===== src/frp_cfg.svh =====
/*
  Constants of the float round and postprocess stage.
  Assumes it is included by its bare name from the module.
*/
// Operation
// RULE1 - Four rounding modes chosen by control register
// RULE2 - Mode and width field code assignments
// RULE3 - Round to 24, 53 or 64 bits
// RULE4 - Range check exponent against selected precision
// RULE5 - Single toward-minus overflow gives largest single
// RULE6 - Infinity is max exponent, zero mantissa
// RULE7 - Register destination: width field, instruction overrides
// RULE8 - Memory or integer destination: format decides
// RULE9 - Inexact result sets result-not-exact flag
// RULE10 - Nearest adds one on guard with round/sticky
// RULE11 - Zero chops; directed modes increment by sign
// RULE12 - Carry-out shifts right, bumps exponent
// RULE13 - Nearest ties resolve to even
// RULE14 - Intermediate mantissa is 67 bits
// RULE15 - Condition codes updated after each operation; here only when i_op.upd_cc is set
// RULE16 - Condition codes feed the conditional tests
// RULE17 - Underflow check, then round, then overflow
// RULE18 - Tiny result sets underflow flag, denormalizes
// RULE19 - Gross underflow gives signed zero or smallest
// RULE20 - Overflow gives signed infinity or largest
// RULE21 - Sticky is OR of bits below round
// RULE22 - Exponent 16-bit signed, stored 15-bit biased
`ifndef FRP_CFG_SVH
`define FRP_CFG_SVH
// ----------------------------------------
// Register map and fields
// ----------------------------------------
`define FRP_CTRL_OFS 4'h0
`define FRP_STAT_OFS 4'h4
`define FRP_CTRL_RST 4'h0
`define FRP_CC_LSB 24
`define FRP_INEX_BIT 8
`define FRP_UNDERFLOW_FLAG_BIT 9
`define FRP_OVERFLOW_FLAG_BIT 10
// ----------------------------------------
// Number formats
// ----------------------------------------
`define FRP_BIAS 17'h03FFF
`define FRP_EXP_MAX 15'h7FFF
`define FRP_SGL_LRG_EXP 17'h000FF
`define FRP_EMIN_X 17'h1C002
`define FRP_EMAX_X 17'h03FFF
`define FRP_EMIN_D 17'h1FC02
`define FRP_EMAX_D 17'h003FF
`define FRP_EMIN_S 17'h1FF82
`define FRP_EMAX_S 17'h0007F
`define FRP_LSB_X 7'h03
`define FRP_LSB_D 7'h0E
`define FRP_LSB_S 7'h2B
`define FRP_GROSS 17'h00042
`endif


===== src/frp_pkg.sv =====
/*
  Types of the float round and postprocess stage.
  Assumes frp_cfg.svh is on the include path.
*/
package frp_pkg;
  // ----------------------------------------
  // Mode, width, destination and override codes
  // ----------------------------------------
  typedef enum logic [1:0] {
    round_nearest = 2'h0,
    round_toward_zero = 2'h1,
    round_down_negative = 2'h2,
    round_up_positive = 2'h3
  } frp_mode_t;
  typedef enum logic [1:0] {
    width_ext = 2'h0,
    width_single = 2'h1,
    width_double = 2'h2,
    width_undef = 2'h3
  } frp_prec_t;
  typedef enum logic [1:0] {
    dest_freg = 2'h0,
    dest_mem = 2'h1,
    dest_intreg = 2'h2
  } frp_dest_t;
  typedef enum logic [1:0] {
    ovr_none = 2'h0,
    ovr_single = 2'h1,
    ovr_double = 2'h2
  } frp_ovr_t;
  // ----------------------------------------
  // Carriers
  // ----------------------------------------
  // Intermediate result from the core.
  typedef struct packed {
    logic sign;
    logic is_nan;
    logic is_inf;
    logic [15:0] exp;
    logic [66:0] mant;
  } frp_ir_t;
  // Destination description of the op.
  typedef struct packed {
    frp_dest_t dest;
    frp_prec_t mem_fmt;
    frp_ovr_t ovr;
    logic upd_cc;
  } frp_op_t;
  // Extended format result.
  typedef struct packed {
    logic sign;
    logic [14:0] exp;
    logic [63:0] mant;
  } frp_res_t;
  // Condition codes.
  typedef struct packed {
    logic n;
    logic z;
    logic inf;
    logic nan;
  } frp_cc_t;
endpackage : frp_pkg


===== src/frp_round_post.sv =====
/*
  Round and postprocess stage: rounds a 67-bit intermediate mantissa,
  applies range control, sets flags and condition codes.
  Assumes nonzero mantissas arrive normalized (bit 66 set) and that
  i_ir and i_op are valid in the cycle of i_valid.
*/
// Chosen here: the Avalon-MM interface to the registers and the register addresses.
`timescale 1ns/10ps
`default_nettype none
`include "frp_cfg.svh"
module frp_round_post
  import frp_pkg::*;
(
  // Clock and reset.
  input wire logic i_clock,
  input wire logic i_arst_n,
  // Avalon-MM slave.
  input wire logic [3:0] i_avs_address,
  input wire logic i_avs_read,
  input wire logic i_avs_write,
  input wire logic [31:0] i_avs_writedata,
  input wire logic [3:0] i_avs_byteenable,
  output logic [31:0] o_avs_readdata,
  output logic o_avs_waitrequest,
  // Intermediate result in.
  input wire logic i_valid,
  input wire frp_ir_t i_ir,
  input wire frp_op_t i_op,
  // Rounded result out.
  output logic o_valid,
  output frp_res_t o_res,
  output frp_cc_t o_cc,
  output logic [2:0] o_flags
);

  // ----------------------------------------
  // Functions
  // ----------------------------------------

  // Bias a signed exponent into 15 bits.
  function automatic logic [14:0] frp_bias(
    input logic [16:0] e
  );
    logic [16:0] b;
    b = e + `FRP_BIAS;
    return b[14:0];
  endfunction : frp_bias

  // Increment decision for one mode.
  function automatic logic frp_inc(
    input frp_mode_t m,
    input logic sg,
    input logic l,
    input logic g,
    input logic r,
    input logic s
  );
    logic x;
    x = g | r | s;
    unique case (m)
      round_nearest: return g & (r | s | l); // RULE10 RULE13
      round_toward_zero: return 1'b0; // RULE11
      round_up_positive: return x & ~sg; // RULE11
      round_down_negative: return x & sg; // RULE11
    endcase
  endfunction : frp_inc

  // ----------------------------------------
  // Registers
  // ----------------------------------------

  // Control: mode in [1:0], width in [3:2].
  logic [3:0] ctrl_r;
  // Status: cc and fault status byte.
  frp_cc_t cc_r;
  logic [2:0] fault_r;
  logic wait_r;
  logic [31:0] rdata_r;
  logic valid_r;
  frp_res_t res_r;

  frp_mode_t mode_w;
  assign mode_w = frp_mode_t'(ctrl_r[1:0]); // RULE1 RULE2

  // ----------------------------------------
  // Precision select
  // ----------------------------------------
  frp_prec_t prec_w;
  logic [6:0] lp_w;
  logic [16:0] emin_w;
  logic [16:0] emax_w;

  // Pick the boundary from destination.
  always_comb begin
    if (i_op.dest == dest_freg) begin
      // Instruction rounding wins over ctrl.
      if (i_op.ovr == ovr_single) begin
        prec_w = width_single; // RULE7
      end else if (i_op.ovr == ovr_double) begin
        prec_w = width_double; // RULE7
      end else begin
        prec_w = frp_prec_t'(ctrl_r[3:2]); // RULE7
      end
    end else begin
      prec_w = i_op.mem_fmt; // RULE8
    end
  end

  // Boundary and exponent range.
  // Undefined width acts as extended.
  always_comb begin
    unique case (prec_w)
      width_single: begin
        lp_w = `FRP_LSB_S; // RULE3
        emin_w = `FRP_EMIN_S;
        emax_w = `FRP_EMAX_S;
      end
      width_double: begin
        lp_w = `FRP_LSB_D; // RULE3
        emin_w = `FRP_EMIN_D;
        emax_w = `FRP_EMAX_D;
      end
      default: begin
        lp_w = `FRP_LSB_X; // RULE3
        emin_w = `FRP_EMIN_X;
        emax_w = `FRP_EMAX_X;
      end
    endcase
  end

  // ----------------------------------------
  // Underflow, round, overflow
  // ----------------------------------------
  logic [16:0] e_w; // Sign-extended exponent.
  logic [16:0] d_w; // Denormalize distance.
  logic zin_w; // Zero input.
  logic uf_w; // Below normal range.
  logic gross_w; // Nothing left to keep.
  logic [66:0] sh_w; // Shifted mantissa.
  logic lost_w; // Bits shifted out.
  logic [66:0] keep_w; // Kept-bit mask.
  logic lsb_w;
  logic g_w;
  logic r_w;
  logic s_w;
  logic inc_w;
  logic [67:0] sum_w;
  logic carry_w;
  logic [66:0] mr_w; // Rounded mantissa.
  logic [16:0] er_w; // Rounded exponent.
  logic ovf_w;
  logic up_w; // Mode rounds away here.

  // The 67-bit datapath keeps guard, round
  // and sticky under extended rounding.
  always_comb begin
    e_w = {i_ir.exp[15], i_ir.exp}; // RULE22
    zin_w = (i_ir.mant == 67'h0); // RULE14
    // Range check first, before rounding.
    uf_w = !zin_w && ($signed(e_w) < $signed(emin_w)); // RULE4 RULE17
    d_w = emin_w - e_w;
    gross_w = 1'b0;
    sh_w = i_ir.mant;
    lost_w = 1'b0;
    if (uf_w) begin
      if (d_w > `FRP_GROSS) begin
        gross_w = 1'b1;
        sh_w = 67'h0;
        lost_w = 1'b1;
      end else begin
        // Denormalize, folding lost bits.
        sh_w = i_ir.mant >> d_w[6:0]; // RULE18
        lost_w = |(i_ir.mant & ~({67{1'b1}} << d_w[6:0])); // RULE21
      end
    end
    keep_w = {67{1'b1}} << lp_w;
    lsb_w = sh_w[lp_w];
    g_w = sh_w[lp_w - 7'h1];
    r_w = sh_w[lp_w - 7'h2];
    // Sticky: OR of all below round.
    s_w = (|(sh_w & ~({67{1'b1}} << (lp_w - 7'h2)))) | lost_w; // RULE21
    // Denormal that keeps nothing is gross.
    if (uf_w && ((sh_w & keep_w) == 67'h0)) begin
      gross_w = 1'b1;
    end
    inc_w = frp_inc(mode_w, i_ir.sign, lsb_w, g_w, r_w, s_w);
    sum_w = {1'b0, sh_w & keep_w} + (inc_w ? (68'h1 << lp_w) : 68'h0);
    carry_w = sum_w[67];
    // Carry-out: shift right, GRS gone.
    mr_w = carry_w ? sum_w[67:1] : sum_w[66:0]; // RULE12
    er_w = (uf_w ? emin_w : e_w) + {16'h0, carry_w}; // RULE12
    // Overflow last, on the rounded value.
    ovf_w = !uf_w && ($signed(er_w) > $signed(emax_w)); // RULE17 RULE20
    up_w = (mode_w == round_up_positive && !i_ir.sign)
      || (mode_w == round_down_negative && i_ir.sign);
  end

  // ----------------------------------------
  // Result compose
  // ----------------------------------------
  frp_res_t res_w;
  frp_cc_t cc_w;
  logic [2:0] fl_w; // {overflow_flag, underflow_flag, inexact}

  always_comb begin
    res_w.sign = i_ir.sign;
    res_w.exp = frp_bias(er_w); // RULE22
    res_w.mant = mr_w[66:3];
    fl_w = 3'h0;
    cc_w = '{n: i_ir.sign, z: 1'b0, inf: 1'b0, nan: 1'b0};
    if (i_ir.is_nan) begin
      // NaN passes through quiet.
      res_w.exp = `FRP_EXP_MAX;
      res_w.mant = {2'h3, i_ir.mant[64:3]};
      cc_w.nan = 1'b1;
    end else if (i_ir.is_inf) begin
      res_w.exp = `FRP_EXP_MAX; // RULE6
      res_w.mant = 64'h0;
      cc_w.inf = 1'b1;
    end else if (zin_w) begin
      res_w.exp = 15'h0;
      res_w.mant = 64'h0;
      cc_w.z = 1'b1;
    end else if (uf_w) begin
      fl_w[1] = 1'b1; // RULE18
      fl_w[0] = g_w | r_w | s_w; // RULE9
      if (gross_w) begin
        fl_w[0] = 1'b1;
        // Smallest denormal only if the mode
        // rounds away from zero.
        res_w.mant = up_w ? 64'(67'h1 << (lp_w - 7'h3)) : 64'h0; // RULE19
        cc_w.z = !up_w; // RULE19
      end
      // Extended denormals use exponent zero.
      if (prec_w == width_ext || prec_w == width_undef || cc_w.z) begin
        res_w.exp = 15'h0;
      end else begin
        res_w.exp = frp_bias(emin_w);
      end
    end else if (ovf_w) begin
      fl_w[2] = 1'b1; // RULE20
      fl_w[0] = 1'b1; // RULE9
      if (mode_w == round_nearest || up_w) begin
        res_w.exp = `FRP_EXP_MAX; // RULE6 RULE20
        res_w.mant = 64'h0;
        cc_w.inf = 1'b1;
      end else begin
        // Largest mantissa of the precision; exponent emax_w, or FRP_SGL_LRG_EXP for single.
        res_w.mant = keep_w[66:3]; // RULE20
        res_w.exp = frp_bias(emax_w); // RULE4
        if (prec_w == width_single) begin
          res_w.exp = frp_bias(`FRP_SGL_LRG_EXP); // RULE5
        end
      end
    end else begin
      fl_w[0] = g_w | r_w | s_w; // RULE9
    end
  end

  // ----------------------------------------
  // Result and status update
  // ----------------------------------------

  // One cycle from i_valid to o_valid.
  always_ff @(posedge i_clock or negedge i_arst_n) begin
    if (!i_arst_n) begin
      valid_r <= 1'b0;
      res_r <= '0;
    end else begin
      valid_r <= i_valid;
      if (i_valid) begin
        res_r <= res_w;
      end
    end
  end

  // Fault byte per op; cc only on request.
  // No software clear, so no race here.
  always_ff @(posedge i_clock or negedge i_arst_n) begin
    if (!i_arst_n) begin
      fault_r <= 3'h0;
      cc_r <= '0;
    end else if (i_valid) begin
      fault_r <= fl_w; // RULE9
      if (i_op.upd_cc) begin
        cc_r <= cc_w; // RULE15
      end
    end
  end

  // ----------------------------------------
  // Avalon-MM slave
  // ----------------------------------------
  logic req_w;
  assign req_w = i_avs_read | i_avs_write;

  // Waitrequest drops for one cycle per
  // request; a held request sees it drop.
  always_ff @(posedge i_clock or negedge i_arst_n) begin
    if (!i_arst_n) begin
      wait_r <= 1'b1;
    end else begin
      wait_r <= !(req_w && wait_r);
    end
  end

  // Read data loads as waitrequest drops.
  // Unmapped reads return zero.
  always_ff @(posedge i_clock or negedge i_arst_n) begin
    if (!i_arst_n) begin
      rdata_r <= 32'h0;
    end else if (i_avs_read && wait_r) begin
      rdata_r <= 32'h0;
      if (i_avs_address == `FRP_CTRL_OFS) begin
        rdata_r[3:0] <= ctrl_r;
      end else if (i_avs_address == `FRP_STAT_OFS) begin
        rdata_r[`FRP_CC_LSB +: 4] <= cc_r; // RULE16
        rdata_r[`FRP_INEX_BIT] <= fault_r[0];
        rdata_r[`FRP_UNDERFLOW_FLAG_BIT] <= fault_r[1];
        rdata_r[`FRP_OVERFLOW_FLAG_BIT] <= fault_r[2];
      end
    end
  end

  // Write lands at the completing edge.
  // Status is read only.
  always_ff @(posedge i_clock or negedge i_arst_n) begin
    if (!i_arst_n) begin
      ctrl_r <= `FRP_CTRL_RST;
    end else if (i_avs_write && !wait_r && i_avs_byteenable[0]) begin
      if (i_avs_address == `FRP_CTRL_OFS) begin
        ctrl_r <= i_avs_writedata[3:0]; // RULE1
      end
    end
  end

  // ----------------------------------------
  // Outputs
  // ----------------------------------------
  assign o_avs_readdata = rdata_r;
  assign o_avs_waitrequest = wait_r;
  assign o_valid = valid_r;
  assign o_res = res_r;
  assign o_cc = cc_r; // RULE16
  assign o_flags = fault_r;
endmodule : frp_round_post
`default_nettype wire


===== config.mk =====
export PLATFORM = sky130hd
export DESIGN_NAME = frp_round_post
export DESIGN_NICKNAME = d
export VERILOG_FILES = /design/src/frp_pkg.sv /design/src/frp_round_post.sv
export VERILOG_INCLUDE_DIRS = /design/src
export SDC_FILE = /design/constraint.sdc
export NUM_CORES = 1
export LEC_CHECK = 0
export BUFFER_PORTS_ARGS = -buffer_cell sky130_fd_sc_hd__buf_4
export CORE_MARGIN = 2
export CORE_UTILIZATION = 40
export CTS_CLUSTER_DIAMETER = 150
export DETAILED_ROUTE_END_ITERATION = 7
export PLACE_DENSITY = 0.63
export SLEW_MARGIN = 20
export SYNTH_ARGS = -nofsm -noshare
export SYNTH_HDL_FRONTEND = slang
export SYNTH_SLANG_ARGS = --single-unit

===== constraint.sdc =====
create_clock -name i_clock -period 16.76 [get_ports i_clock]
set_input_delay 3.352 -clock i_clock [delete_from_list [all_inputs] [get_ports i_clock]]
set_output_delay 3.352 -clock i_clock [all_outputs]
set_load 0.01 [all_outputs]

==> key figures <==
Detailed routing
  – Routed Antenna Nets: 0
  – Post-route DRC: 0
  – Met3 WL: ~9400 um
  – Starting DRT DRC Count: 2809
  – Via/cell ratio: about 6.8
  – Total number of vias: 21150
  – Post-Route WL: 97270 um
  – Uppermost layer routed: met5
  – DR pass1 iterations: 6
  – Routed len/inst: around 31 um
  – Metal1 wirelength: 39280 um
  – Routed wl met2: between 40000 and 50000 um

Logic synthesis
  – Synth Flop Type: dfrtp_1
  – Post-synth EDFFs: 0
  – YS warnings: 0
  – Syn Area/Cell: about 7.6 sq um
  – Async set or reset register ratio after synthesis: 100.0%
  – Synthesized area: 17830 sq um
  – Synth unique cells: 104
  – Sequential area share after synthesis: about 15%
  – Synth top area cells: dfrtp_1 (14%), mux4_2 (8.7%), nand2_1 (5.7%), mux2i_1 (5.7%), mux2_2 (5.6%)
  – Synthesis-stage register bit count: 104
  – Post-synth top area cell: dfrtp_1
  – Post-Synthesis Cells: 2356
  – Top-area cell type share of the netlist area: approximately 14%

Global route
  – First-pass GRT wire length: about 140000 um
  – Number of global-route vias before repair: 20070
  – Largest net degree at the start of global routing: between 70 and 80
  – Antenna violations before repair: 4
  – Total track usage: about two fifths
  – Grt total ovfl: 0

Finish
  – Share of the core filled with cells: 46.50%
  – Area Growth Syn to Fin: 15.06%
  – Most frequent cells in the layout: buf_4 (327), nand2_1 (269), nor2_1 (192)
  – Nets: 2678
  – Final instance area: 20520 sq um
  – Most common cell after layout, fill and taps aside: buf_4
  – Layout cells sized above 1: 22.27%

Critical path
  – Largest stage delay, worst path: 0.81 ns
  – Critical Path Sink Type: register
  – Critical path startpoint category: input pin
  – Worst reg2reg path depth: 50
  – Worst r2r src: ctrl_r[3]
  – Reg-to-Reg End: o_res[60]
  – Setup CP Type: input pin to register
  – Critical path required time: 17.04 ns
  – CP max FO: 42
  – Most used cell, CP: ha_1
  – Slowest cell on crit path: o211ai_1
  – FF-to-FF setup slack: 4.00 ns
  – Arrival @ worst endpoint: 16.08 ns

Power and ir drop
  – Leak: 8.360 nW
  – Peak VDD IR: 0.05863 mV
  – Power Density: 67.62 nW/um^2
  – Tot Pwr: 1.387 mW

Timing
  – Final hold violations: 0
  – RSZ-0062 raised after global routing: false
  – Slew Limit Fails: 0
  – Crit share post-route: 94.24%
  – Tightest Pin Transition: 1.166 ns
  – Setup violators final: 0
  – Setup tns final: 0 ns
  – Period minus WS final: about 16 ns
  – F_max: 63.31 MHz
  – Layout Skew: 0.009293 ns
  – Slew HR: 22.24%

Floorplanning
  – DIE AREA: approximately 46000 sq um
  – Rows: just under 80
  – Die H: 215.1 um
  – Core Box Area: roughly 44000 sq um
  – Top Ports: 259
  – Initial Util: 40.41%
  – Die W: 215.1 um

Placed design
  – # port buffers: between 200 and 250
  – Detailed Place HPWL: roughly 76000 um
  – RePlAce Congestion: 1.079
  – Post-DP Area: roughly 20000 sq um

Clock network
  – CTS Sinks: ~100
  – CTS resizes: 0
  – Root cell of the clock tree: clkbuf_16
  – Worst-path clk slew: 0.08 ns
  – Max Root-Sink Buffers: 2
  – CTS Hold Buffers Added: 0
  – H-tree depth: 3
  – Postcts setup bufs: 0
  – CTS tree: done
  – Worst-Skew Late Latency: 0.37 ns
  – CTS Buf Count: 9

Status
  – Outcome: finished clean

Worst hold path
  – Hold path start: o_avs_readdata[3]
  – Hold crit path type: register to register
  – Hold Path Depth: 2
  – Worst Hold Path EP: o_avs_readdata[3]

Flow run
  – Max cap viols: 0
## registers in the layout, indices dropped and copies added, names as in the netlist
name / flops
o_cc: 4
o_valid: 1
o_flags: 3
o_res: 80
o_avs_readdata: 11
o_avs_waitrequest: 1
ctrl_r: 4
## through the flow
step	instances	setup WS [ns]	hold slack, ns
3_3_place_gp	3077	1.009	0.4646
2_1_floorplan	2379	1.626	0.4794
3_5_place_dp	3077	0.9725	0.4763
5_1_grt	3093	0.3502	0.5151
6_report	3094	0.9646	0.4929
4_1_cts	3093	1.277	0.4920
## metal layers
metal,track usage (%),vias to the layer above
met5,0,-
met4,24.11,2
met3,7.091,326
met2,61.68,1398
met1,53.78,10260
li1,-,9160
## worst max-delay path: cells and delay by family
kind,cells,cell delay (ns)
simple gates,20,4.55
xor+xnor,1,0.14
buf+inv,5,0.88
compound gates,19,5.35
fa+ha+maj,6,1.74
## how the worst max path moves through the flow
| stage | from | end | slack (ns) | cells after the start |
|---|---|---|---|---|
| after global routing | i_op[6] | o_res[63] | 0.35 | 50 |
| after global placement | i_op[6] | o_res[44] | 1.01 | 49 |
| after CTS | i_op[6] | o_res[60] | 1.28 | 51 |
| after floorplan | i_op[6] | o_res[33] | 1.63 | 57 |
| after detailed placement | i_op[6] | o_res[60] | 0.97 | 51 |
| final | i_op[6] | o_res[60] | 0.96 | 51 |
## synthesized netlist by cell type (12+ instances only)
cell       instances
o211ai_1          21
xnor2_1           66
nor2_1           194
o22ai_1           24
a41oi_1           15
nand2_1          270
a31oi_1           38
mux2i_1          101
inv_1             49
mux4_2            69
and2_1            24
a22oi_1           18
and3_1            55
nor4_1            36
o21a_1            12
o21ai_0          132
a21oi_1          188
o2111ai_1         12
buf_2             65
xor2_1            29
o21ai_1           18
a21o_1            21
nor2b_1           14
a211oi_1          32
o31ai_1           23
nand3_1           86
dfrtp_1          103
nand2b_1          16
o22a_1            14
nor3_1            62
nand4_1           28
clkbuf_1         109
buf_1             16
mux2_2            89
or3_1             13
and4_1            13
a21boi_0          17
ha_1              43
buf_4             23
## final cells by class
type	count	area (sq um)
fillers	4562	23610
repair buffers	328	2475
clock inverters	5	62.56
well taps	592	740.7
diodes	1	2.502
inverters	51	191.4
flip-flops and latches	104	2604
multi-input cells	2002	14200
clock buffers	11	242.7
## logic make-up after synthesis
group | count (synthesis) | share of synthesized area (%)
simple gates | 860 | 23.65
mux | 259 | 20.00
compound gates | 716 | 26.75
other cells | 2 | 0.04212
buf+inv | 273 | 6.960
flops | 104 | 14.60
xor+xnor | 96 | 4.757
fa+ha+maj | 46 | 3.242
## power by group
| part | switching (mW) | internal (mW) |
|---|---|---|
| Sequential | 0.0181 | 0.276 |
| Combinational | 0.551 | 0.318 |
| Clock | 0.103 | 0.121 |
| Total | 0.672 | 0.715 |
Power figures use the tool's default switching activity.
